File: src/rtl/halt_ctl_pkg.sv
/*
  Package for the debug halt, step and ram controller: AXI4-Lite register
  offsets, field positions, reset values, halt cause codes, command codes
  and timing constants. Assumes a 250 MHz core clock.
*/
package halt_ctl_pkg;

  localparam logic [3:0] OFF_CMD = 4'h0;
  localparam logic [3:0] OFF_STATUS = 4'h4;
  localparam logic [3:0] OFF_RAM = 4'h8;
  localparam logic [3:0] OFF_CFG = 4'hC;

  localparam logic [2:0] CMD_CLEAR = 3'h0;
  localparam logic [2:0] CMD_HALT = 3'h1;
  localparam logic [2:0] CMD_RESTART = 3'h2;
  localparam logic [2:0] CMD_STEP = 3'h3;
  localparam logic [2:0] CMD_SOFT_RST = 3'h5;
  localparam logic [2:0] CMD_HARD_RST = 3'h6;
  localparam logic [2:0] CMD_FORCE = 3'h7;

  localparam logic [2:0] HC_NONE = 3'h0;
  localparam logic [2:0] HC_FORCE = 3'h1;
  localparam logic [2:0] HC_WDOG = 3'h2;
  localparam logic [2:0] HC_MCHK = 3'h3;
  localparam logic [2:0] HC_DEBUG = 3'h4;
  localparam logic [2:0] HC_PROG = 3'h5;
  localparam logic [2:0] HC_HREQ = 3'h6;
  localparam logic [2:0] HC_HWFAIL = 3'h7;

  // Status word fields
  localparam int ST_HC_LSB = 0;
  localparam int ST_HALTED = 3;
  localparam int ST_PEND = 4;
  localparam int ST_TRAP = 5;
  localparam int ST_ERR = 6;
  localparam int ST_STEP = 7;
  localparam int ST_RAM = 8;
  localparam int ST_DONE = 9;

  // Configuration word fields
  localparam int CFG_WDOG_HALT = 0;
  localparam int CFG_TRAP_HALT = 1;
  localparam int CFG_ADDR_MATCH = 2;

  localparam logic [31:0] CFG_RESET = 32'h0000_0000;

  // Ram completion bound and spacing, in cycles, and the clock period in ns
  localparam int RAM_DONE_CYC = 3;
  localparam int RAM_SPACING_CYC = 4;
  localparam int CLK_PERIOD_NS = 4;

  // Program-written debug reset field value that requests a halt
  localparam logic [1:0] PROG_HALT_VAL = 2'h3;

  typedef enum logic [1:0] {
    RESP_OKAY = 2'h0,
    RESP_SLVERR = 2'h2
  } resp_t;

endpackage : halt_ctl_pkg

File: src/rtl/halt_ctl.sv
/*
  Debug halt controller: records the halt cause, drives the error output,
  and runs single step and ram sequences for an embedded 32-bit core.
  Assumes the core pipeline reports completion, exceptions and debug
  events through the core_* inputs, one cycle pulses, synchronous to aclk.
*/
// The register offsets and the AXI4-Lite interface to the registers were decided locally.
// Summary of operation
// RL1: codes 000, 001, 110 without error
// RL2: second watchdog event halts code 010, error
// RL3: machine check with enable off: 011, error
// RL4: program reset field halt: code 101, error
// RL5: trap or address match: code 100
// RL6: invalid control state: code 111, error
// RL7: exit halt on reset, restart, step, ram
// RL8: hard reset request clears halt pending
// RL9: other resets keep halt pending
// RL10: step or ram returns to halted
// RL11: synchronous exception: take it, halt at vector
// RL12: step runs one instruction; debug event halts first
// RL13: pending async interrupt on step: take, halt
// RL14: step-caused async interrupt waits next step
// RL15: ramming suppresses fetch address updates
// RL16: ram msr moves and rfi skip sync
// RL17: rammed sync still synchronises normally
// RL18: ram timer status move writes directly
// RL19: rammed trap: interrupt or trap status
// RL20: async interrupts ignored while ramming
// RL21: sync priority kept; no fetch exceptions
// RL22: address match events suppressed while ramming
// RL23: halted flag only when halted and idle
// RL24: force halt shows halted within two cycles
// RL25: ram writes ignored unless halted
// RL26: simple rammed ops finish in 3 cycles
`timescale 1ns/1ps
module halt_ctl
  import halt_ctl_pkg::*;
(
  input wire logic aclk,
  input wire logic aresetn,
  input wire logic hreset_req,
  input wire logic halt_req,
  input wire logic [3:0] s_axi_awaddr,
  input wire logic s_axi_awvalid,
  output logic s_axi_awready,
  input wire logic [31:0] s_axi_wdata,
  input wire logic [3:0] s_axi_wstrb,
  input wire logic s_axi_wvalid,
  output logic s_axi_wready,
  output logic [1:0] s_axi_bresp,
  output logic s_axi_bvalid,
  input wire logic s_axi_bready,
  input wire logic [3:0] s_axi_araddr,
  input wire logic s_axi_arvalid,
  output logic s_axi_arready,
  output logic [31:0] s_axi_rdata,
  output logic [1:0] s_axi_rresp,
  output logic s_axi_rvalid,
  input wire logic s_axi_rready,
  input wire logic core_done,
  input wire logic core_sync_exc,
  input wire logic core_async_pend,
  input wire logic core_dbg_event,
  input wire logic core_trap,
  input wire logic core_wdog_second,
  input wire logic core_mchk,
  input wire logic core_mchk_enable,
  input wire logic core_unmask_enable,
  input wire logic core_unmaskable_int,
  input wire logic core_prog_halt,
  input wire logic [1:0] core_prog_rst_field,
  output logic error_out,
  output logic halted_flag,
  output logic core_run,
  output logic core_soft_rst,
  output logic ram_valid,
  output logic [31:0] ram_instruction_reg,
  output logic ram_mode,
  output logic step_mode,
  output logic async_int_allow,
  output logic addr_match_enable,
  output logic fetch_addr_update,
  output logic msr_sync_skip,
  output logic timer_direct_write,
  output logic trap_halt_enable
);

  typedef enum logic [2:0] {S_RUN, S_HALTING, S_HALTED, S_STEP, S_RAM} state_t;

  state_t state_r;
  logic [2:0] hc_r;
  logic halt_pending_flag_r;
  logic trap_flag_r;
  logic err_r;
  logic [31:0] cfg_r;
  logic [1:0] ram_age_r;
  logic aw_held_r;
  logic w_held_r;
  logic [3:0] awaddr_r;
  logic [31:0] wdata_r;
  logic wr_go;
  logic ram_ok;
  logic cmd_wr;
  logic [2:0] cmd;
  logic halt_cause;
  logic [2:0] cause_code;
  logic cause_err;
  logic bad_state;
  logic step_pend_r;

  // Write channel capture; address and data may arrive in either order
  always_ff @(posedge aclk) begin
    if (!aresetn) begin
      aw_held_r <= 1'b0;
      w_held_r <= 1'b0;
      awaddr_r <= 4'h0;
      wdata_r <= 32'h0000_0000;
    end else begin
      if (s_axi_awvalid && s_axi_awready) begin
        aw_held_r <= 1'b1;
        awaddr_r <= s_axi_awaddr;
      end else if (wr_go) begin
        aw_held_r <= 1'b0;
      end
      if (s_axi_wvalid && s_axi_wready) begin
        w_held_r <= 1'b1;
        wdata_r <= s_axi_wdata;
      end else if (wr_go) begin
        w_held_r <= 1'b0;
      end
    end
  end

  assign wr_go = aw_held_r && w_held_r && !s_axi_bvalid;
  assign cmd_wr = wr_go && awaddr_r == OFF_CMD;
  assign cmd = wdata_r[2:0];
  // A ram write outside the halted state is refused with SLVERR
  assign ram_ok = state_r == S_HALTED && ram_age_r == 2'h0; // see RL25

  always_ff @(posedge aclk) begin
    if (!aresetn) begin
      s_axi_awready <= 1'b0;
      s_axi_wready <= 1'b0;
      s_axi_bvalid <= 1'b0;
      s_axi_bresp <= RESP_OKAY;
    end else begin
      s_axi_awready <= !aw_held_r && !(s_axi_awvalid && s_axi_awready);
      s_axi_wready <= !w_held_r && !(s_axi_wvalid && s_axi_wready);
      if (wr_go) begin
        s_axi_bvalid <= 1'b1;
        if (awaddr_r == OFF_RAM && !ram_ok) begin
          s_axi_bresp <= RESP_SLVERR; // see RL25
        end else if (awaddr_r == OFF_STATUS) begin
          s_axi_bresp <= RESP_SLVERR;
        end else begin
          s_axi_bresp <= RESP_OKAY;
        end
      end else if (s_axi_bready) begin
        s_axi_bvalid <= 1'b0;
      end
    end
  end

  always_ff @(posedge aclk) begin
    if (!aresetn) begin
      cfg_r <= CFG_RESET;
    end else if (wr_go && awaddr_r == OFF_CFG && s_axi_wstrb[0]) begin
      cfg_r <= {29'h0, wdata_r[2:0]};
    end
  end

  // Read channel
  always_ff @(posedge aclk) begin
    if (!aresetn) begin
      s_axi_arready <= 1'b0;
      s_axi_rvalid <= 1'b0;
      s_axi_rdata <= 32'h0000_0000;
      s_axi_rresp <= RESP_OKAY;
    end else begin
      s_axi_arready <= !s_axi_rvalid && !s_axi_arready;
      if (s_axi_arvalid && s_axi_arready) begin
        s_axi_rvalid <= 1'b1;
        s_axi_rresp <= RESP_OKAY;
        unique case (s_axi_araddr)
          OFF_STATUS: s_axi_rdata <= {22'h0, state_r == S_HALTED && ram_age_r == 2'h0,
                                      state_r == S_RAM, state_r == S_STEP, err_r,
                                      trap_flag_r, halt_pending_flag_r,
                                      state_r == S_HALTED, hc_r};
          OFF_RAM: s_axi_rdata <= ram_instruction_reg;
          OFF_CFG: s_axi_rdata <= cfg_r;
          OFF_CMD: s_axi_rdata <= 32'h0000_0000;
          default: begin
            s_axi_rdata <= 32'h0000_0000;
            s_axi_rresp <= RESP_SLVERR;
          end
        endcase
      end else if (s_axi_rready) begin
        s_axi_rvalid <= 1'b0;
      end
    end
  end

  // Halt cause priority: hardware failure first, then errors, then the rest
  assign bad_state = !(state_r inside {S_RUN, S_HALTING, S_HALTED, S_STEP, S_RAM});
  always_comb begin
    halt_cause = 1'b1;
    cause_err = 1'b0;
    cause_code = HC_NONE;
    if (bad_state) begin
      cause_code = HC_HWFAIL; // see RL6
      cause_err = 1'b1;
    end else if (core_mchk && !core_mchk_enable) begin
      cause_code = HC_MCHK; // see RL3
      cause_err = 1'b1;
    end else if (core_unmaskable_int && !core_unmask_enable && !core_mchk_enable) begin
      cause_code = HC_MCHK; // see RL3
      cause_err = 1'b1;
    end else if (core_wdog_second && cfg_r[CFG_WDOG_HALT]) begin
      cause_code = HC_WDOG; // see RL2
      cause_err = 1'b1;
    end else if (core_prog_halt && core_prog_rst_field == PROG_HALT_VAL) begin
      cause_code = HC_PROG; // see RL4
      cause_err = 1'b1;
    end else if (core_dbg_event && state_r != S_RAM && cfg_r[CFG_ADDR_MATCH]) begin
      cause_code = HC_DEBUG; // see RL5 RL12 RL22
    end else if (core_trap && cfg_r[CFG_TRAP_HALT]) begin
      cause_code = HC_DEBUG; // see RL5 RL19
    end else if (halt_req) begin
      cause_code = HC_HREQ; // see RL1
    end else if (cmd_wr && cmd inside {CMD_HALT, CMD_FORCE}) begin
      cause_code = HC_FORCE; // see RL1
    end else begin
      halt_cause = 1'b0;
    end
  end

  // Core control state machine
  always_ff @(posedge aclk) begin
    if (!aresetn || hreset_req) begin
      state_r <= S_RUN;
    end else if (bad_state) begin
      state_r <= S_HALTED; // see RL6
    end else if (cmd_wr && cmd == CMD_FORCE) begin
      state_r <= S_HALTED; // see RL24
    end else begin
      unique case (state_r)
        S_RUN: begin
          if (halt_cause || halt_pending_flag_r) begin
            state_r <= S_HALTING;
          end
        end
        S_HALTING: begin
          if (core_done) begin
            state_r <= S_HALTED; // see RL23
          end
        end
        S_HALTED: begin
          if (cmd_wr && cmd == CMD_RESTART) begin
            state_r <= S_RUN; // see RL7
          end else if (cmd_wr && cmd == CMD_STEP) begin
            state_r <= S_STEP; // see RL7 RL13
          end else if (wr_go && awaddr_r == OFF_RAM && ram_ok) begin
            state_r <= S_RAM; // see RL7
          end
        end
        S_STEP, S_RAM: begin
          if (core_done || core_sync_exc || halt_cause) begin
            state_r <= S_HALTED; // see RL10 RL11
          end
        end
        default: begin
          state_r <= S_HALTED; // see RL6
        end
      endcase
    end
  end

  // Halt pending survives soft resets and program resets
  always_ff @(posedge aclk) begin
    if (!aresetn || hreset_req) begin
      halt_pending_flag_r <= 1'b0; // see RL8
    end else if (halt_cause) begin
      halt_pending_flag_r <= 1'b1;
    end else if (cmd_wr && cmd == CMD_RESTART &&
                 (state_r == S_HALTED || !halt_pending_flag_r)) begin
      halt_pending_flag_r <= 1'b0; // see RL9
    end
  end

  always_ff @(posedge aclk) begin
    if (!aresetn || hreset_req) begin
      hc_r <= HC_NONE;
      err_r <= 1'b0;
      trap_flag_r <= 1'b0;
    end else if (halt_cause) begin
      hc_r <= cause_code;
      err_r <= err_r | cause_err;
      trap_flag_r <= trap_flag_r | (core_trap && cfg_r[CFG_TRAP_HALT]); // see RL19
    end else if (cmd_wr && cmd == CMD_CLEAR && state_r == S_HALTED) begin
      hc_r <= HC_NONE;
      err_r <= 1'b0;
      trap_flag_r <= 1'b0;
    end
  end

  // Ram age counts the completion bound so paced writes are never lost
  always_ff @(posedge aclk) begin
    if (!aresetn) begin
      ram_age_r <= 2'h0;
      ram_instruction_reg <= 32'h0000_0000;
      ram_valid <= 1'b0;
    end else begin
      ram_valid <= wr_go && awaddr_r == OFF_RAM && ram_ok;
      if (wr_go && awaddr_r == OFF_RAM && ram_ok) begin
        ram_instruction_reg <= wdata_r;
        ram_age_r <= 2'(RAM_DONE_CYC - 1); // see RL26
      end else if (ram_age_r != 2'h0) begin
        ram_age_r <= ram_age_r - 2'h1;
      end
    end
  end

  // Sampled every halted cycle, so it holds the pending state at step entry;
  // an interrupt raised by the stepped instruction itself waits for the next step
  always_ff @(posedge aclk) begin
    if (!aresetn) begin
      step_pend_r <= 1'b0;
    end else if (state_r == S_HALTED) begin
      step_pend_r <= core_async_pend; // see RL13 RL14
    end
  end

  // Core-facing mode lines
  always_ff @(posedge aclk) begin
    if (!aresetn) begin
      error_out <= 1'b0;
      halted_flag <= 1'b0;
      core_run <= 1'b0;
      core_soft_rst <= 1'b0;
      ram_mode <= 1'b0;
      step_mode <= 1'b0;
      async_int_allow <= 1'b0;
      addr_match_enable <= 1'b0;
      fetch_addr_update <= 1'b0;
      msr_sync_skip <= 1'b0;
      timer_direct_write <= 1'b0;
      trap_halt_enable <= 1'b0;
    end else begin
      error_out <= err_r;
      halted_flag <= state_r == S_HALTED; // see RL23 RL24
      core_run <= state_r == S_RUN || state_r == S_STEP || state_r == S_RAM;
      core_soft_rst <= cmd_wr && cmd inside {CMD_SOFT_RST, CMD_HARD_RST}; // see RL9
      ram_mode <= state_r == S_RAM;
      step_mode <= state_r == S_STEP; // see RL12
      // Step takes an interrupt already pending at entry only; new ones wait
      async_int_allow <= state_r != S_RAM &&
                         (state_r != S_STEP || step_pend_r); // see RL13 RL14 RL20
      addr_match_enable <= state_r != S_RAM && cfg_r[CFG_ADDR_MATCH]; // see RL22
      fetch_addr_update <= state_r != S_RAM; // see RL15 RL21
      msr_sync_skip <= state_r == S_RAM; // see RL16 RL17
      timer_direct_write <= state_r == S_RAM; // see RL18
      trap_halt_enable <= cfg_r[CFG_TRAP_HALT]; // see RL19
    end
  end

endmodule : halt_ctl

File: config.mk
export PLATFORM = sky130hd
export DESIGN_NAME = halt_ctl
export DESIGN_NICKNAME = d
export VERILOG_FILES = /design/src/rtl/halt_ctl_pkg.sv /design/src/rtl/halt_ctl.sv
export SDC_FILE = /design/constraint.sdc
export NUM_CORES = 1
export LEC_CHECK = 0
export ABC_CLOCK_PERIOD_IN_PS = 4700
export BUFFER_PORTS_ARGS = -buffer_cell sky130_fd_sc_hd__buf_2
export CELL_PAD_IN_SITES_DETAIL_PLACEMENT = 1
export CELL_PAD_IN_SITES_GLOBAL_PLACEMENT = 2
export CORE_UTILIZATION = 31
export CTS_CLUSTER_DIAMETER = 80
export CTS_CLUSTER_SIZE = 40
export DETAILED_ROUTE_END_ITERATION = 10
export PLACE_DENSITY_LB_ADDON = 0.05
export SLEW_MARGIN = 10
export SYNTH_ARGS = -nofsm -noshare
export SYNTH_HDL_FRONTEND = slang
export SYNTH_SLANG_ARGS = --single-unit
File: constraint.sdc
create_clock -name aclk -period 4.7 [get_ports aclk]
set_input_delay 0.235 -clock aclk [delete_from_list [all_inputs] [get_ports aclk]]
set_output_delay 0.235 -clock aclk [all_outputs]
set_load 0.05 [all_outputs]
## After elaboration in Yosys (flattened, before gate mapping)

Cells that the tools add are included.
W data, S select, Z words.

| word-level totals | value |
|---|---|
| register bits after elaboration | 137 |
| RAM bits | 0 |
| ROM bits | 0 |
| output and inout bits | 86 |
| latch bits | 0 |
| logic and storage cells | 193 |
| memories | 0 |
| input bits | 66 |

| operators by class | value |
|---|---|
| bitwise operators | 4 |
| eq/ne operators | 27 |
| reduce and logical (&&, ||, !) cells | 75 |
| $mul | 0 |
| add/sub/neg operators | 1 |
| divide/modulo/power cells | 0 |
| $lt $le $gt $ge | 0 |
| muxes and demuxes | 52 |
| shift operators | 0 |

Operators with widths:

| cell | number |
|---|---|
| $pmux W32 S3 | 1 |
| $mux W3 | 16 |
| $logic_and A1 B1 Y1 | 33 |
| $mux W1 | 27 |
| $reduce_bool A2 Y1 | 10 |
| $eq A4 B4 Y1 const B | 4 |
| $mux W2 | 7 |
| $eq A3 B2 Y1 const B | 4 |
| $eq A3 B3 Y1 const B | 4 |
| $logic_not A1 Y1 | 12 |
| $ne A4 B4 Y1 const B | 3 |
| $pmux W3 S4 | 1 |
| $eq A4 B3 Y1 const B | 2 |
| $logic_not A4 Y1 | 2 |
| $logic_or A1 B1 Y1 | 8 |
| $reduce_and A4 Y1 | 2 |
| $eq A3 B1 Y1 const B | 2 |
| $logic_not A3 Y1 | 2 |
| $ne A2 B2 Y1 const B | 3 |
| $ne A6 B6 Y1 const B | 1 |
| $reduce_bool A5 Y1 | 1 |
| $ne A4 B3 Y1 const B | 1 |
| $reduce_or A2 Y1 | 2 |
| $reduce_or A4 Y1 | 1 |
| other kinds (8) | 10 |

## Logic depth before layout (Yosys ltp)

Gate-level depths: netlist (run 1).

| logic depth | value |
|---|---|
| word-level depth | 18 |
| gate-level depth with buffers | 8 |
| depth with buffers taken out | 5 |

## Worst setup path after synthesis (run 1)

No wires, ideal clock.

| timing | value |
|---|---|
| path kind | register to register |
| from | register s_axi_bvalid |
| to | register ram_instruction_reg[10] |
| period minus slack after synthesis | 1.899 ns |
| stages on the path, launching flop included | 8 |
| arrival | 1.829 ns |
| path buffers | 2 |
| slack | 2.801 ns |
| data required time | 4.630 ns |
| setup time | 0.070 ns |
| path through | dfxtp_1 > and3b_1 > clkbuf_1 > and2_1 > nand3_1 > clkbuf_1 > nand2_1 > a21oi_1 |

| between the ends | value |
|---|---|
| longest elaborated chain between the ends | 4 |

Ends and longest elaborated chain:

| item | line | source |
|---|---|---|
| start: declaration | halt_ctl.sv:51 | `output logic s_axi_bvalid,` |
| start signal: assignment | halt_ctl.sv:144 | `s_axi_bvalid <= 1'b0;` |
| start signal: assignment | halt_ctl.sv:150 | `s_axi_bvalid <= 1'b1;` |
| start signal: assignment | halt_ctl.sv:159 | `s_axi_bvalid <= 1'b0;` |
| $logic_not A1 Y1 | halt_ctl.sv:134 | `assign wr_go = aw_held_r && w_held_r && !s_axi_bvalid;` |
| $logic_and A1 B1 Y1 | halt_ctl.sv:134 |  |
| $logic_and A1 B1 Y1 (2 in series) | halt_ctl.sv:314 | `if (wr_go && awaddr_r == OFF_RAM && ram_ok) begin` |
| end signal: assignment | halt_ctl.sv:315 | `ram_instruction_reg <= wdata_r;` |
| end: declaration | halt_ctl.sv:77 | `output logic [31:0] ram_instruction_reg,` |

Every way passes these cells.
A chain may end at the register's enable or synchronous reset.

## Worst setup path after layout (run 1)

| timing | value |
|---|---|
| from | register state_r[1] |
| to | register ram_instruction_reg[12] |

| between the ends | value |
|---|---|
| longest elaborated chain between the ends | 3 |

Ends and longest elaborated chain:

| item | line | source |
|---|---|---|
| start: declaration | halt_ctl.sv:90 | `state_t state_r;` |
| start signal: assignment | halt_ctl.sv:240 | `state_r <= S_RUN;` |
| start signal: assignment | halt_ctl.sv:242 | `state_r <= S_HALTED;` |
| start signal: assignment | halt_ctl.sv:244 | `state_r <= S_HALTED;` |
| $eq A3 B2 Y1 | halt_ctl.sv:138 | `assign ram_ok = state_r == S_HALTED && ram_age_r == 2'h0;` |
| $logic_and A1 B1 Y1 | halt_ctl.sv:138 |  |
| $logic_and A1 B1 Y1 | halt_ctl.sv:314 |  |

Every way passes these cells.

==> reports/results.tsv, run 1 <==
metric	value	unit
Detail Route Antenna Nets	0	
Data required, critical path	5020	ps
routed wirelength normalized by instance count	16.0	um
share of total power in the clock network	50.5	%
WHS	52.6	ps
Fin Setup TNS	0	ps
number of gates resized after cts	0	
switch share	23.3	%
share of synthesized area occupied by flip-flops and latches	52.9	%
total CTS buffers	17	
Crit path arrival time	2840	ps
post-synthesis cell type with the largest combined area	sky130_fd_sc_hd__dfxtp_1	
area added between synthesis and finish	28.5	%
Avg Vias per Cell	4.84	
Clock Tree Buf Depth	2	
minimum clock period	2530	ps
setup-violating endpoint count in the final report	0	
Die Span Y	130	um
Initial Utilization	32.0	%
Worst Setup Slack, final	2170	ps
via count of the first global-routing pass	4599	
run status	completed	
violation count after the first detailed-routing iteration	186	
Synth cell types	49	
Net count, final	799	
placed cell areas	0.00595	mm^2
average instance area after synthesis	8.41	um^2
TritonRoute pass-1 iters	4	
worst clock skew	8.27	ps
endpoint type of the worst setup path	register	
num ports	152	
switching power total	0.000639	W
unrepaired setup endpoints after global routing	no	
fraction of final layout cells sized beyond drive strength 1	25.9	%
total power draw	0.00274	W
die width	130	um
initial antenna violation count	1	
fraction of synthesized cell area taken by the top area cell type	52.9	%
clock net sink count	135	
total non-filler cell area in the finished layout	0.00657	mm^2
detailed-route wire length	15.4	mm
area of the die	0.0170	mm^2
Critical Path Fanout Max	32	
global router's overall resource usage	18.8	%
final period utilization	53.8	%
commonest cells after routing, fill and taps aside	146 x sky130_fd_sc_hd__nand2_1, 146 x sky130_fd_sc_hd__buf_2, 135 x sky130_fd_sc_hd__dfxtp_1, 79 x sky130_fd_sc_hd__a21oi_1, 50 x sky130_fd_sc_hd__nor2_1	
number of antenna repair diodes	0	
clock latency at the later pin of the worst-skew pair	420	ps
register bit total from synthesis	135	
final global-route overflow total	0	
Power Dens Cells	417	mW/mm^2
maximum vdd ir drop	0.000276	V
portion of total power attributed to sequential cells	43.5	%
final routed DRC violation total	0	
clock slew at the register clock pins of the worst setup and hold paths	60	ps
pins over their slew limit	0	
leakage component of the power	2.71	nW
max-capacitance violation count	0	
worst hold path type	input port to register	
category of the critical setup timing path	register to register	
Post-Place Worst Slack	2100	ps
combinational share of power	6.0	%
global-route wire length before repair	24.2	mm
internal power	0.00210	W
final number of hold-violating endpoints	0	
number of setup buffers added after CTS	0	
routed via count	4656	
sum of net half-perimeters after detailed placement	10.8	mm
H-tree level count	4	
last weighted congestion value of the routability-driven placer	0.765	
launching element type of the critical path	register	
TritonCTS clock tree	yes	
relative slew slack	29.8	%
number of buffers inserted for hold repair after clock tree synthesis	0	
largest net degree at the start of global routing	77	
Worst Tran Pin Value	1050	ps
Placeable Area	0.0160	mm^2
count of port buffers added during placement	146	
Area contributors post-synth	sky130_fd_sc_hd__dfxtp_1 53%, sky130_fd_sc_hd__nand2_1 11%, sky130_fd_sc_hd__a21oi_1 7.7%, sky130_fd_sc_hd__a22oi_1 4.6%, sky130_fd_sc_hd__nor2_1 3.7%	
Mapped Cells	608	
FMAX	0.396	GHz
post-synth design cell area	0.00511	mm^2
number of core rows	46	
clock root cell	sky130_fd_sc_hd__clkbuf_16	
Synth Warn #	0	
power groups by stage:
stage / logic [W] / clock network, W / registers, W
2_1_floorplan: 0.0000929 / 0 / 0.00123
3_3_place_gp: 0.000164 / 0 / 0.00122
3_5_place_dp: 0.000168 / 0 / 0.00122
4_1_cts: 0.000169 / 0.00142 / 0.00119
5_1_grt: 0.000184 / 0.00148 / 0.00120
6_report: 0.000166 / 0.00138 / 0.00119
metal layers:
layer / global-route usage [%] / wire length (um) / vias to the layer above
met4: 7.30 / 218 / 0
met3: 5.50 / 794 / 18
met2: 30.9 / 7310 / 109
met5: 0 / 0 / -
li1: - / - / 2322
met1: 23.3 / 7080 / 2207
synthesized netlist by cell type (all sizes together):
master and count:
a2bb2oi 10, conb 1, nand3b 2, mux2 3, a22o 1, xor2 1, nand4 5, and3 4
mux2i 5, a21o 1, and3b 2, or3b 1, o211ai 2, dfxtp 135, nand3 12, a21boi 1
and2 7, nor2b 5, nor4 1, nor3b 7, a22oi 31, a311oi 2, a31oi 4, and4 1
inv 7, a311o 1, nor2 50, a211oi 1, o31ai 1, o31a 1, o21a 1, buf 14
a31o 1, xnor2 1, a21oi 79, nand2 146, nand2b 7, nor3 8, o21ai 10, a32oi 2
clkbuf 33, or3 1
metrics by stage:
stage | util, % | cells
4_1_cts | 41.1 | 962
5_1_grt | 41.1 | 962
3_3_place_gp | 37.2 | 930
2_1_floorplan | - | 609
3_5_place_dp | 37.2 | 930
6_report | 41.1 | 962
layout make-up:
type / instances / area, um^2
Timing Repair Buffer: 152 / 776
Multi-Input combinational cell: 420 / 2180
Clock inverter: 11 / 146
Sequential cell: 135 / 2700
Inverter: 7 / 27.5
Tap cell: 216 / 270
Fill cell: 1948 / 9430
Clock buffer: 21 / 470
final timing paths:
check / start / end / slack, ps / cells after the start
worst min register to register: wdata_r[18]$_SDFFE_PN0P_ / ram_instruction_reg[18]$_SDFFE_PN0P_ / 460 / 2
worst min-delay path: s_axi_wdata[30] / wdata_r[30]$_SDFFE_PN0P_ / 50 / 3
worst max-delay path: state_r[1]$_SDFFE_PP0P_ / ram_instruction_reg[12]$_SDFFE_PN0P_ / 2170 / 6
worst max register to register: state_r[1]$_SDFFE_PP0P_ / ram_instruction_reg[12]$_SDFFE_PN0P_ / 2170 / 6
cells by family (layout without fill, tap and decap cells):
| logic type | count (synthesis) | in the layout | synth area share (%) |
|---|---|---|---|
| muxes | 8 | 8 | 1.64 |
| buffers and inverters | 54 | 191 | 4.63 |
| other | 1 | 2 | 0.0734 |
| xor gates and xnor gates | 2 | 2 | 0.343 |
| AOI/OAI and AO/OA | 149 | 149 | 18.0 |
| DFF | 135 | 135 | 52.9 |
| and+or+nand+nor | 259 | 259 | 22.4 |
worst max-delay path, stage by stage, from the launching register on:
cell and delay, ps:
sky130_fd_sc_hd__dfxtp_1 500, sky130_fd_sc_hd__nor3b_2 500, sky130_fd_sc_hd__nor3b_2 560, sky130_fd_sc_hd__and3_1 230, sky130_fd_sc_hd__buf_4 360, sky130_fd_sc_hd__nand2_1 120
sky130_fd_sc_hd__a21oi_1 150
(Power assumes the default switching activity.)
==> run 2: changes to the inputs <==
--- a/config.mk
+++ b/config.mk
@@ -5,11 +5,12 @@
 export SDC_FILE = /design/constraint.sdc
 export NUM_CORES = 1
 export LEC_CHECK = 0
-export ABC_CLOCK_PERIOD_IN_PS = 4700
+export ABC_AREA = 1
+export ABC_CLOCK_PERIOD_IN_PS = 2310
 export BUFFER_PORTS_ARGS = -buffer_cell sky130_fd_sc_hd__buf_2
 export CELL_PAD_IN_SITES_DETAIL_PLACEMENT = 1
 export CELL_PAD_IN_SITES_GLOBAL_PLACEMENT = 2
-export CORE_UTILIZATION = 31
+export CORE_UTILIZATION = 26
 export CTS_CLUSTER_DIAMETER = 80
 export CTS_CLUSTER_SIZE = 40
 export DETAILED_ROUTE_END_ITERATION = 10
==> constraint.sdc (replaced) <==
create_clock -name aclk -period 2.31 [get_ports aclk]
set_input_delay 0.1155 -clock aclk [delete_from_list [all_inputs] [get_ports aclk]]
set_output_delay 0.1155 -clock aclk [all_outputs]
set_load 0.05 [all_outputs]
==> reports/results.tsv, run 2 <==
metric	value	unit	change
clock latency at the later pin of the worst-skew pair	420	ps	about the same
Global Route met2 Usage	29.5	%	was 30.9%
detailed-route wire length	15.8	mm	was 15.4 mm
filler-free cell count of the finished design	1071		was 962
worst hold path type	input port to register		unchanged
Post-synth EDFFs	0		unchanged
Placeable Area	0.0189	mm^2	was 0.0160 mm^2
sum of net half-perimeters after detailed placement	11.1	mm	was 10.8 mm
Detail Route Antenna Nets	0		unchanged
share of synthesized area occupied by flip-flops and latches	53.4	%	was 52.9%
most common library cell in the layout ignoring fill and taps	sky130_fd_sc_hd__buf_2		
global router's overall resource usage	16.4	%	was 18.8%
count of port buffers added during placement	146		unchanged
post-synthesis cell type with the largest combined area	sky130_fd_sc_hd__dfxtp_1		unchanged
relative slew slack	49.7	%	was 29.8%
Fin Setup TNS	0	ps	unchanged
clock root cell	sky130_fd_sc_hd__clkbuf_16		unchanged
die width	141	um	was 130 um
violation count after the first detailed-routing iteration	119		was 186
proportion of synthesized flip-flops having asynchronous set or reset	0	%	unchanged
minimum clock period	1710	ps	was 2530 ps
Commonest cells post-synth	135 x sky130_fd_sc_hd__dfxtp_1, 87 x sky130_fd_sc_hd__nand2_1, 75 x sky130_fd_sc_hd__nor2_1		was 146 x sky130_fd_sc_hd__nand2_1, 135 x sky130_fd_sc_hd__dfxtp_1, 79 x sky130_fd_sc_hd__a21oi_1
Critical Path Fanout Max	23		was 32
launching element type of the critical path	register		unchanged
worst clock skew	8.82	ps	was 8.27 ps
leakage component of the power	3.13	nW	was 2.71 nW
largest net degree at the start of global routing	49		was 77
count leader, synth	sky130_fd_sc_hd__dfxtp_1		was sky130_fd_sc_hd__nand2_1
number of fill cells in the layout	2358		was 1,948
Net count, final	864		was 799
met1 Track Usage GR	18.6	%	was 23.3%
max-capacitance violation count	0		unchanged
number of gates resized after cts	0		unchanged
area of the die	0.0200	mm^2	was 0.0170 mm^2
H-tree level count	4		unchanged
final global-route overflow total	0		unchanged
fraction of synthesized cell area taken by the top area cell type	53.4	%	was 52.9%
category of the critical setup timing path	register to register		unchanged
terminus of the critical flop-to-flop path	ram_instruction_reg[21]$_SDFFE_PN0P_		was ram_instruction_reg[12]$_SDFFE_PN0P_
# placed instances	1003		was 930
total CTS buffers	17		unchanged
run status	completed		unchanged
crit path to	ram_instruction_reg[21]$_SDFFE_PN0P_		was ram_instruction_reg[12]$_SDFFE_PN0P_
FMAX	0.584	GHz	was 0.396 GHz
fraction of final layout cells sized beyond drive strength 1	26.0	%	was 25.9%
area added between synthesis and finish	38.3	%	was 28.5%
global-route wire length before repair	25.1	mm	was 24.2 mm
area of combinational cells with multiple inputs	0.00194	mm^2	was 0.00218 mm^2
TritonRoute pass-1 iters	4		unchanged
Avg Vias per Cell	4.45		was 4.84
maximum vdd ir drop	0.000483	V	was 0.000276 V
post-synth design cell area	0.00506	mm^2	was 0.00511 mm^2
average instance area after synthesis	8.16	um^2	was 8.41 um^2
final number of hold-violating endpoints	0		unchanged
Synth cell types	31		was 49
Worst R2R Setup Slack	600	ps	was 2170 ps
endpoint type of the worst setup path	register		unchanged
final period utilization	74.1	%	was 53.8%
FF-to-FF path depth	7		was 6
Die Span Y	141	um	was 130 um
area occupied by registers	0.00270	mm^2	unchanged
final routed DRC violation total	0		unchanged
clock net sink count	135		unchanged
Data required, critical path	2620	ps	was 5020 ps
register bit total from synthesis	135		unchanged
Final Core Density	37.0	%	was 41.1%
main flop type after synthesis	sky130_fd_sc_hd__dfxtp_1		unchanged
last weighted congestion value of the routability-driven placer	0.773		was 0.765
fraction of met3 tracks used by global routing	4.05	%	was 5.50%
number of antenna repair diodes	0		unchanged
Clock Tree Buf Depth	2		unchanged
num ports	152		unchanged
TritonCTS clock tree	yes		unchanged
Initial Utilization	26.8	%	was 32.0%
clock slew at the register clock pins of the worst setup and hold paths	60	ps	about the same
Power Dens Cells	844	mW/mm^2	was 417 mW/mm^2
Synth Warn #	0		unchanged
setup-violating endpoint count in the final report	0		unchanged
total power draw	0.00590	W	was 0.00274 W
via count of the first global-routing pass	4810		was 4,599
WHS	2.86	ps	was 52.6 ps
unrepaired setup endpoints after global routing	no		unchanged
commonest cells after routing, fill and taps aside	146 x sky130_fd_sc_hd__buf_2, 135 x sky130_fd_sc_hd__dfxtp_1, 87 x sky130_fd_sc_hd__nand2_1, 75 x sky130_fd_sc_hd__nor2_1, 74 x sky130_fd_sc_hd__o21ai_0		was 146 x sky130_fd_sc_hd__nand2_1, 146 x sky130_fd_sc_hd__buf_2, 135 x sky130_fd_sc_hd__dfxtp_1, 79 x sky130_fd_sc_hd__a21oi_1, 50 x sky130_fd_sc_hd__nor2_1
pins over their slew limit	0		unchanged
routed wirelength normalized by instance count	14.8	um	was 16.0 um
Mapped Cells	620		was 608
Worst setup startpoint	state_r[2]$_SDFFE_PP0P_		was state_r[1]$_SDFFE_PP0P_
number of core rows	50		was 46
GR peak layer	met2		unchanged
Crit path arrival time	2020	ps	was 2840 ps
Worst Tran Pin Value	754	ps	was 1050 ps
Area contributors post-synth	sky130_fd_sc_hd__dfxtp_1 53%, sky130_fd_sc_hd__o21ai_0 7.3%, sky130_fd_sc_hd__nand2_1 6.5%, sky130_fd_sc_hd__a21oi_1 5.9%, sky130_fd_sc_hd__nor2_1 5.6%		was sky130_fd_sc_hd__dfxtp_1 53%, sky130_fd_sc_hd__nand2_1 11%, sky130_fd_sc_hd__a21oi_1 7.7%, sky130_fd_sc_hd__a22oi_1 4.6%, sky130_fd_sc_hd__nor2_1 3.7%
initial antenna violation count	0		was 1
routed via count	4762		was 4,656
r2r startpoint	state_r[2]$_SDFFE_PP0P_		was state_r[1]$_SDFFE_PP0P_
[run 2: changes by cell type after synthesis, sizes merged, moves of 10 or more]
cell / before / now
a21oi: 79 / 60
clkbuf: 33 / 22
a22oi: 31 / 0
nor2: 50 / 84
nand2: 146 / 93
o21ai: 10 / 76
o22ai: 0 / 15
a22o: 1 / 21
inv: 7 / 64
a2bb2oi: 10 / 0
[run 2: cell families (layout without fill, tap and decap cells)]
family                 Yosys count  count (layout)  share of synthesized area (%)
other                            1               2                         0.0741
buffers and inverters           98             288                           8.21
AOI/OAI and AO/OA              181             181                           20.5
DFF                            135             135                           53.4
and+or+nand+nor                205             205                           17.8
[run 2: critical path, cell delays in order (launching register included)]
cell and delay (ps):
sky130_fd_sc_hd__dfxtp_1 350, sky130_fd_sc_hd__nor2_2 160, sky130_fd_sc_hd__nand2_2 170, sky130_fd_sc_hd__nor2_4 150, sky130_fd_sc_hd__nand2_2 90, sky130_fd_sc_hd__nand2_4 150
sky130_fd_sc_hd__inv_2 230, sky130_fd_sc_hd__a22o_1 300
[run 2: final cells by class]
| cell class | count | share of cell area [%] |
|---|---|---|
| repair buffers | 192 | 16.9 |
| inverters | 64 | 3.43 |
| clock inverters | 14 | 2.49 |
| clock buffers | 18 | 6.14 |
| multi-input cells | 388 | 27.8 |
| well taps | 260 | 4.65 |
| flip-flops and latches | 135 | 38.6 |
[run 2: metrics by stage]
step / area, um^2 / setup WS, ps
CTS: 6990 / 534
finish: 6990 / 598
detailed placement: 6030 / 551
global route: 6990 / 446
global placement: 6030 / 602
floorplan: 5060 / 666
[run 2: repair_timing]
item / CTS / global route
setup buffers: 0 / 0
hold endpoints to repair: 37 / 0
hold buffers: 36 / 0
[run 2: per-layer routing]
layer  wire length, um  share of wire [%]
met2              7810                 49
met4               255                1.6
met1              6990                 44
met5                 0                  0
met3               762                4.8
[run 2: how the worst min path moves through the flow]
stage               slack (ps)            start  cells past startpoint                         to
floorplan                  270     s_axi_rready                      3  s_axi_rvalid$_SDFFE_PN0P_
global placement           360     s_axi_rready                      4  s_axi_rvalid$_SDFFE_PN0P_
detailed placement         370  s_axi_wdata[19]                      3   wdata_r[19]$_SDFFE_PN0P_
CTS                          2  s_axi_awaddr[3]                      3   awaddr_r[3]$_SDFFE_PN0P_
global route                20  s_axi_awaddr[3]                      3   awaddr_r[3]$_SDFFE_PN0P_
finish                       3  s_axi_awaddr[3]                      3   awaddr_r[3]$_SDFFE_PN0P_
[run 2: report_power, final]
part           total [W]  internal, W  switching (W)
clock            0.00278      0.00171        0.00108
sequential       0.00248      0.00243      0.0000554
combinational   0.000632     0.000208       0.000425
total            0.00590      0.00434        0.00156
==> run 3: changes to the inputs <==
--- a/config.mk
+++ b/config.mk
@@ -6,7 +6,7 @@
 export NUM_CORES = 1
 export LEC_CHECK = 0
 export ABC_AREA = 1
-export ABC_CLOCK_PERIOD_IN_PS = 2310
+export ABC_CLOCK_PERIOD_IN_PS = 1450
 export BUFFER_PORTS_ARGS = -buffer_cell sky130_fd_sc_hd__buf_2
 export CELL_PAD_IN_SITES_DETAIL_PLACEMENT = 1
 export CELL_PAD_IN_SITES_GLOBAL_PLACEMENT = 2
==> constraint.sdc (replaced) <==
create_clock -name aclk -period 1.45 [get_ports aclk]
set_input_delay 0.0725 -clock aclk [delete_from_list [all_inputs] [get_ports aclk]]
set_output_delay 0.0725 -clock aclk [all_outputs]
set_load 0.05 [all_outputs]
==> reports/results.tsv, run 3 (synthesized netlist as in run 2, its figures left out) <==
metric	value	unit	change
num ports	152		unchanged
sum of net half-perimeters after detailed placement	11.9	mm	was 11.1 mm
FF-to-FF path depth	10		was 7
Net count, final	920		was 864
placed cell areas	0.00633	mm^2	was 0.00603 mm^2
Fin Setup TNS	-28.5	ps	was 0 ps
TritonRoute pass-1 iters	4		unchanged
clock slew at the register clock pins of the worst setup and hold paths	60	ps	about the same
most common library cell in the layout ignoring fill and taps	sky130_fd_sc_hd__buf_2		unchanged
Die Span Y	141	um	unchanged
switching power total	0.00255	W	was 0.00156 W
die width	141	um	unchanged
leakage component of the power	3.46	nW	was 3.13 nW
total CTS buffers	17		unchanged
TritonCTS clock tree	yes		unchanged
share of total power in the clock network	46.1	%	was 47.2%
H-tree level count	4		unchanged
final period utilization	101	%	was 74.1%
Detail Route Antenna Nets	0		unchanged
final number of hold-violating endpoints	0		unchanged
Data required, critical path	1760	ps	was 2620 ps
area of the die	0.0200	mm^2	unchanged
portion of total power attributed to sequential cells	41.4	%	was 42.1%
internal power	0.00704	W	was 0.00434 W
count of port buffers added during placement	146		unchanged
category of the critical setup timing path	register to register		unchanged
Avg Vias per Cell	4.44		was 4.45
global-route wire length before repair	26.9	mm	was 25.1 mm
FMAX	0.682	GHz	was 0.584 GHz
Power Dens Cells	1250	mW/mm^2	was 844 mW/mm^2
Worst Setup Slack, final	-16.9	ps	was 598 ps
endpoint type of the worst setup path	register		unchanged
HP Start	s_axi_wdata[2]		was s_axi_awaddr[3]
number of antenna repair diodes	0		unchanged
routed via count	5002		was 4,762
Worst setup startpoint	awaddr_r[0]$_SDFFE_PN0P_		was state_r[2]$_SDFFE_PP0P_
largest net degree at the start of global routing	53		was 49
Placeable Area	0.0189	mm^2	unchanged
total non-filler cell area in the finished layout	0.00766	mm^2	was 0.00699 mm^2
switch share	26.6	%	was 26.4%
maximum vdd ir drop	0.000748	V	was 0.000483 V
Worst R2R Setup Slack	-20	ps	was 600 ps
area added between synthesis and finish	51.5	%	was 38.3%
Clock Tree Buf Depth	2		unchanged
Hold Path Cell Cnt	3		unchanged
Initial Utilization	26.8	%	unchanged
commonest cells after routing, fill and taps aside	146 x sky130_fd_sc_hd__buf_2, 122 x sky130_fd_sc_hd__dfxtp_1, 81 x sky130_fd_sc_hd__nand2_1, 72 x sky130_fd_sc_hd__nor2_1, 70 x sky130_fd_sc_hd__o21ai_0		was 146 x sky130_fd_sc_hd__buf_2, 135 x sky130_fd_sc_hd__dfxtp_1, 87 x sky130_fd_sc_hd__nand2_1, 75 x sky130_fd_sc_hd__nor2_1, 74 x sky130_fd_sc_hd__o21ai_0
end point of the most critical hold path	wdata_r[2]$_SDFFE_PN0P_		was awaddr_r[3]$_SDFFE_PN0P_
global router's overall resource usage	17.4	%	was 16.4%
minimum clock period	1470	ps	was 1710 ps
fraction of final layout cells sized beyond drive strength 1	34.2	%	was 26.0%
combinational share of power	12.5	%	was 10.7%
terminus of the critical flop-to-flop path	state_r[0]$_SDFFE_PP0P_		was ram_instruction_reg[21]$_SDFFE_PN0P_
clock latency at the later pin of the worst-skew pair	410	ps	was 420 ps
final global-route overflow total	0		unchanged
setup-violating endpoint count in the final report	3		was 0
Crit path arrival time	1770	ps	was 2020 ps
violations in the final reports	setup timing		
Critical Path Fanout Max	5		was 23
final routed DRC violation total	0		unchanged
worst clock skew	7.98	ps	was 8.82 ps
clock root cell	sky130_fd_sc_hd__clkbuf_16		unchanged
clock net sink count	135		unchanged
last weighted congestion value of the routability-driven placer	0.805		was 0.773
violation count after the first detailed-routing iteration	96		was 119
launching element type of the critical path	register		unchanged
routed wirelength normalized by instance count	15.0	um	was 14.8 um
initial antenna violation count	0		unchanged
max-capacitance violation count	0		unchanged
via count of the first global-routing pass	5267		was 4,810
pins over their slew limit	0		unchanged
detailed-route wire length	16.9	mm	was 15.8 mm
run status	complete, but fails checks		was completed
r2r startpoint	awaddr_r[0]$_SDFFE_PN0P_		was state_r[2]$_SDFFE_PP0P_
worst hold path type	input port to register		unchanged
unrepaired setup endpoints after global routing	yes		was no
number of core rows	50		unchanged
## run 3: cell type report
type                    count  area (um^2)
repair buffers            246         1670
well taps                 260          325
multi-input cells         388         2070
fillers                  2285        11200
flip-flops and latches    135         2720
clock buffers              17          425
repair inverters            2         22.5
inverters                  64          255
clock inverters            14          174
## run 3: power by group through the flow
stage	sequential, W	combinational [W]	clock [W]
final	0.00397	0.00120	0.00442
after global routing	0.00399	0.00132	0.00471
after floorplan	0.00425	0.000439	0
after detailed placement	0.00404	0.00103	0
after global placement	0.00403	0.00102	0
after CTS	0.00396	0.00116	0.00454
## run 3: worst max-delay path: stages, from the launching register on
cell	delay, ps
sky130_fd_sc_hd__dfxtp_2	330
sky130_fd_sc_hd__nor2_4	120
sky130_fd_sc_hd__nand2_2	70
sky130_fd_sc_hd__nor2_4	200
sky130_fd_sc_hd__nand2_2	100
sky130_fd_sc_hd__nand2_2	80
sky130_fd_sc_hd__nor2_2	50
sky130_fd_sc_hd__nor2_4	140
sky130_fd_sc_hd__nand2_2	90
sky130_fd_sc_hd__o21ai_1	130
sky130_fd_sc_hd__nor2_1	50
## run 3: how the worst max path moves through the flow
stage,endpoint,slack [ps]
floorplan,s_axi_rdata[8]$_SDFFE_PN0P_,10
global placement,state_r[1]$_SDFFE_PP0P_,-80
detailed placement,state_r[2]$_SDFFE_PP0P_,-90
CTS,state_r[1]$_SDFFE_PP0P_,-8
global route,state_r[2]$_SDFFE_PP0P_,-150
finish,state_r[0]$_SDFFE_PP0P_,-20
## run 3: what timing repair did
action                                  in CTS  in global routing
buffers inserted                             5                  9
resized for setup                           27                 29
hold buffers                                39                  0
pin swaps                                    8                 18
hold endpoints to repair                    40                  0
gates cloned                                 0                  4
endpoints found under the setup margin      30                 34
## run 3: metal layers
layer | routed length [um] | GRT usage (%)
met4 | 264 | 6.68
met5 | 0 | 0
met3 | 696 | 4.22
met2 | 8450 | 31.2
met1 | 7530 | 19.9
## run 3: metrics by stage
stage          cells  util (%)  worst slack (ps)  hold slack (ps)  total power (W)
5_1_grt         1126      40.6              -153             25.9           0.0100
6_report        1126      40.6             -16.9             12.7          0.00959
3_5_place_dp    1038      33.5             -90.3              330          0.00507
3_3_place_gp    1038      33.5             -81.8              322          0.00505
4_1_cts         1113      39.4             -8.00            0.271          0.00967
2_1_floorplan    621         -              10.1              231          0.00469
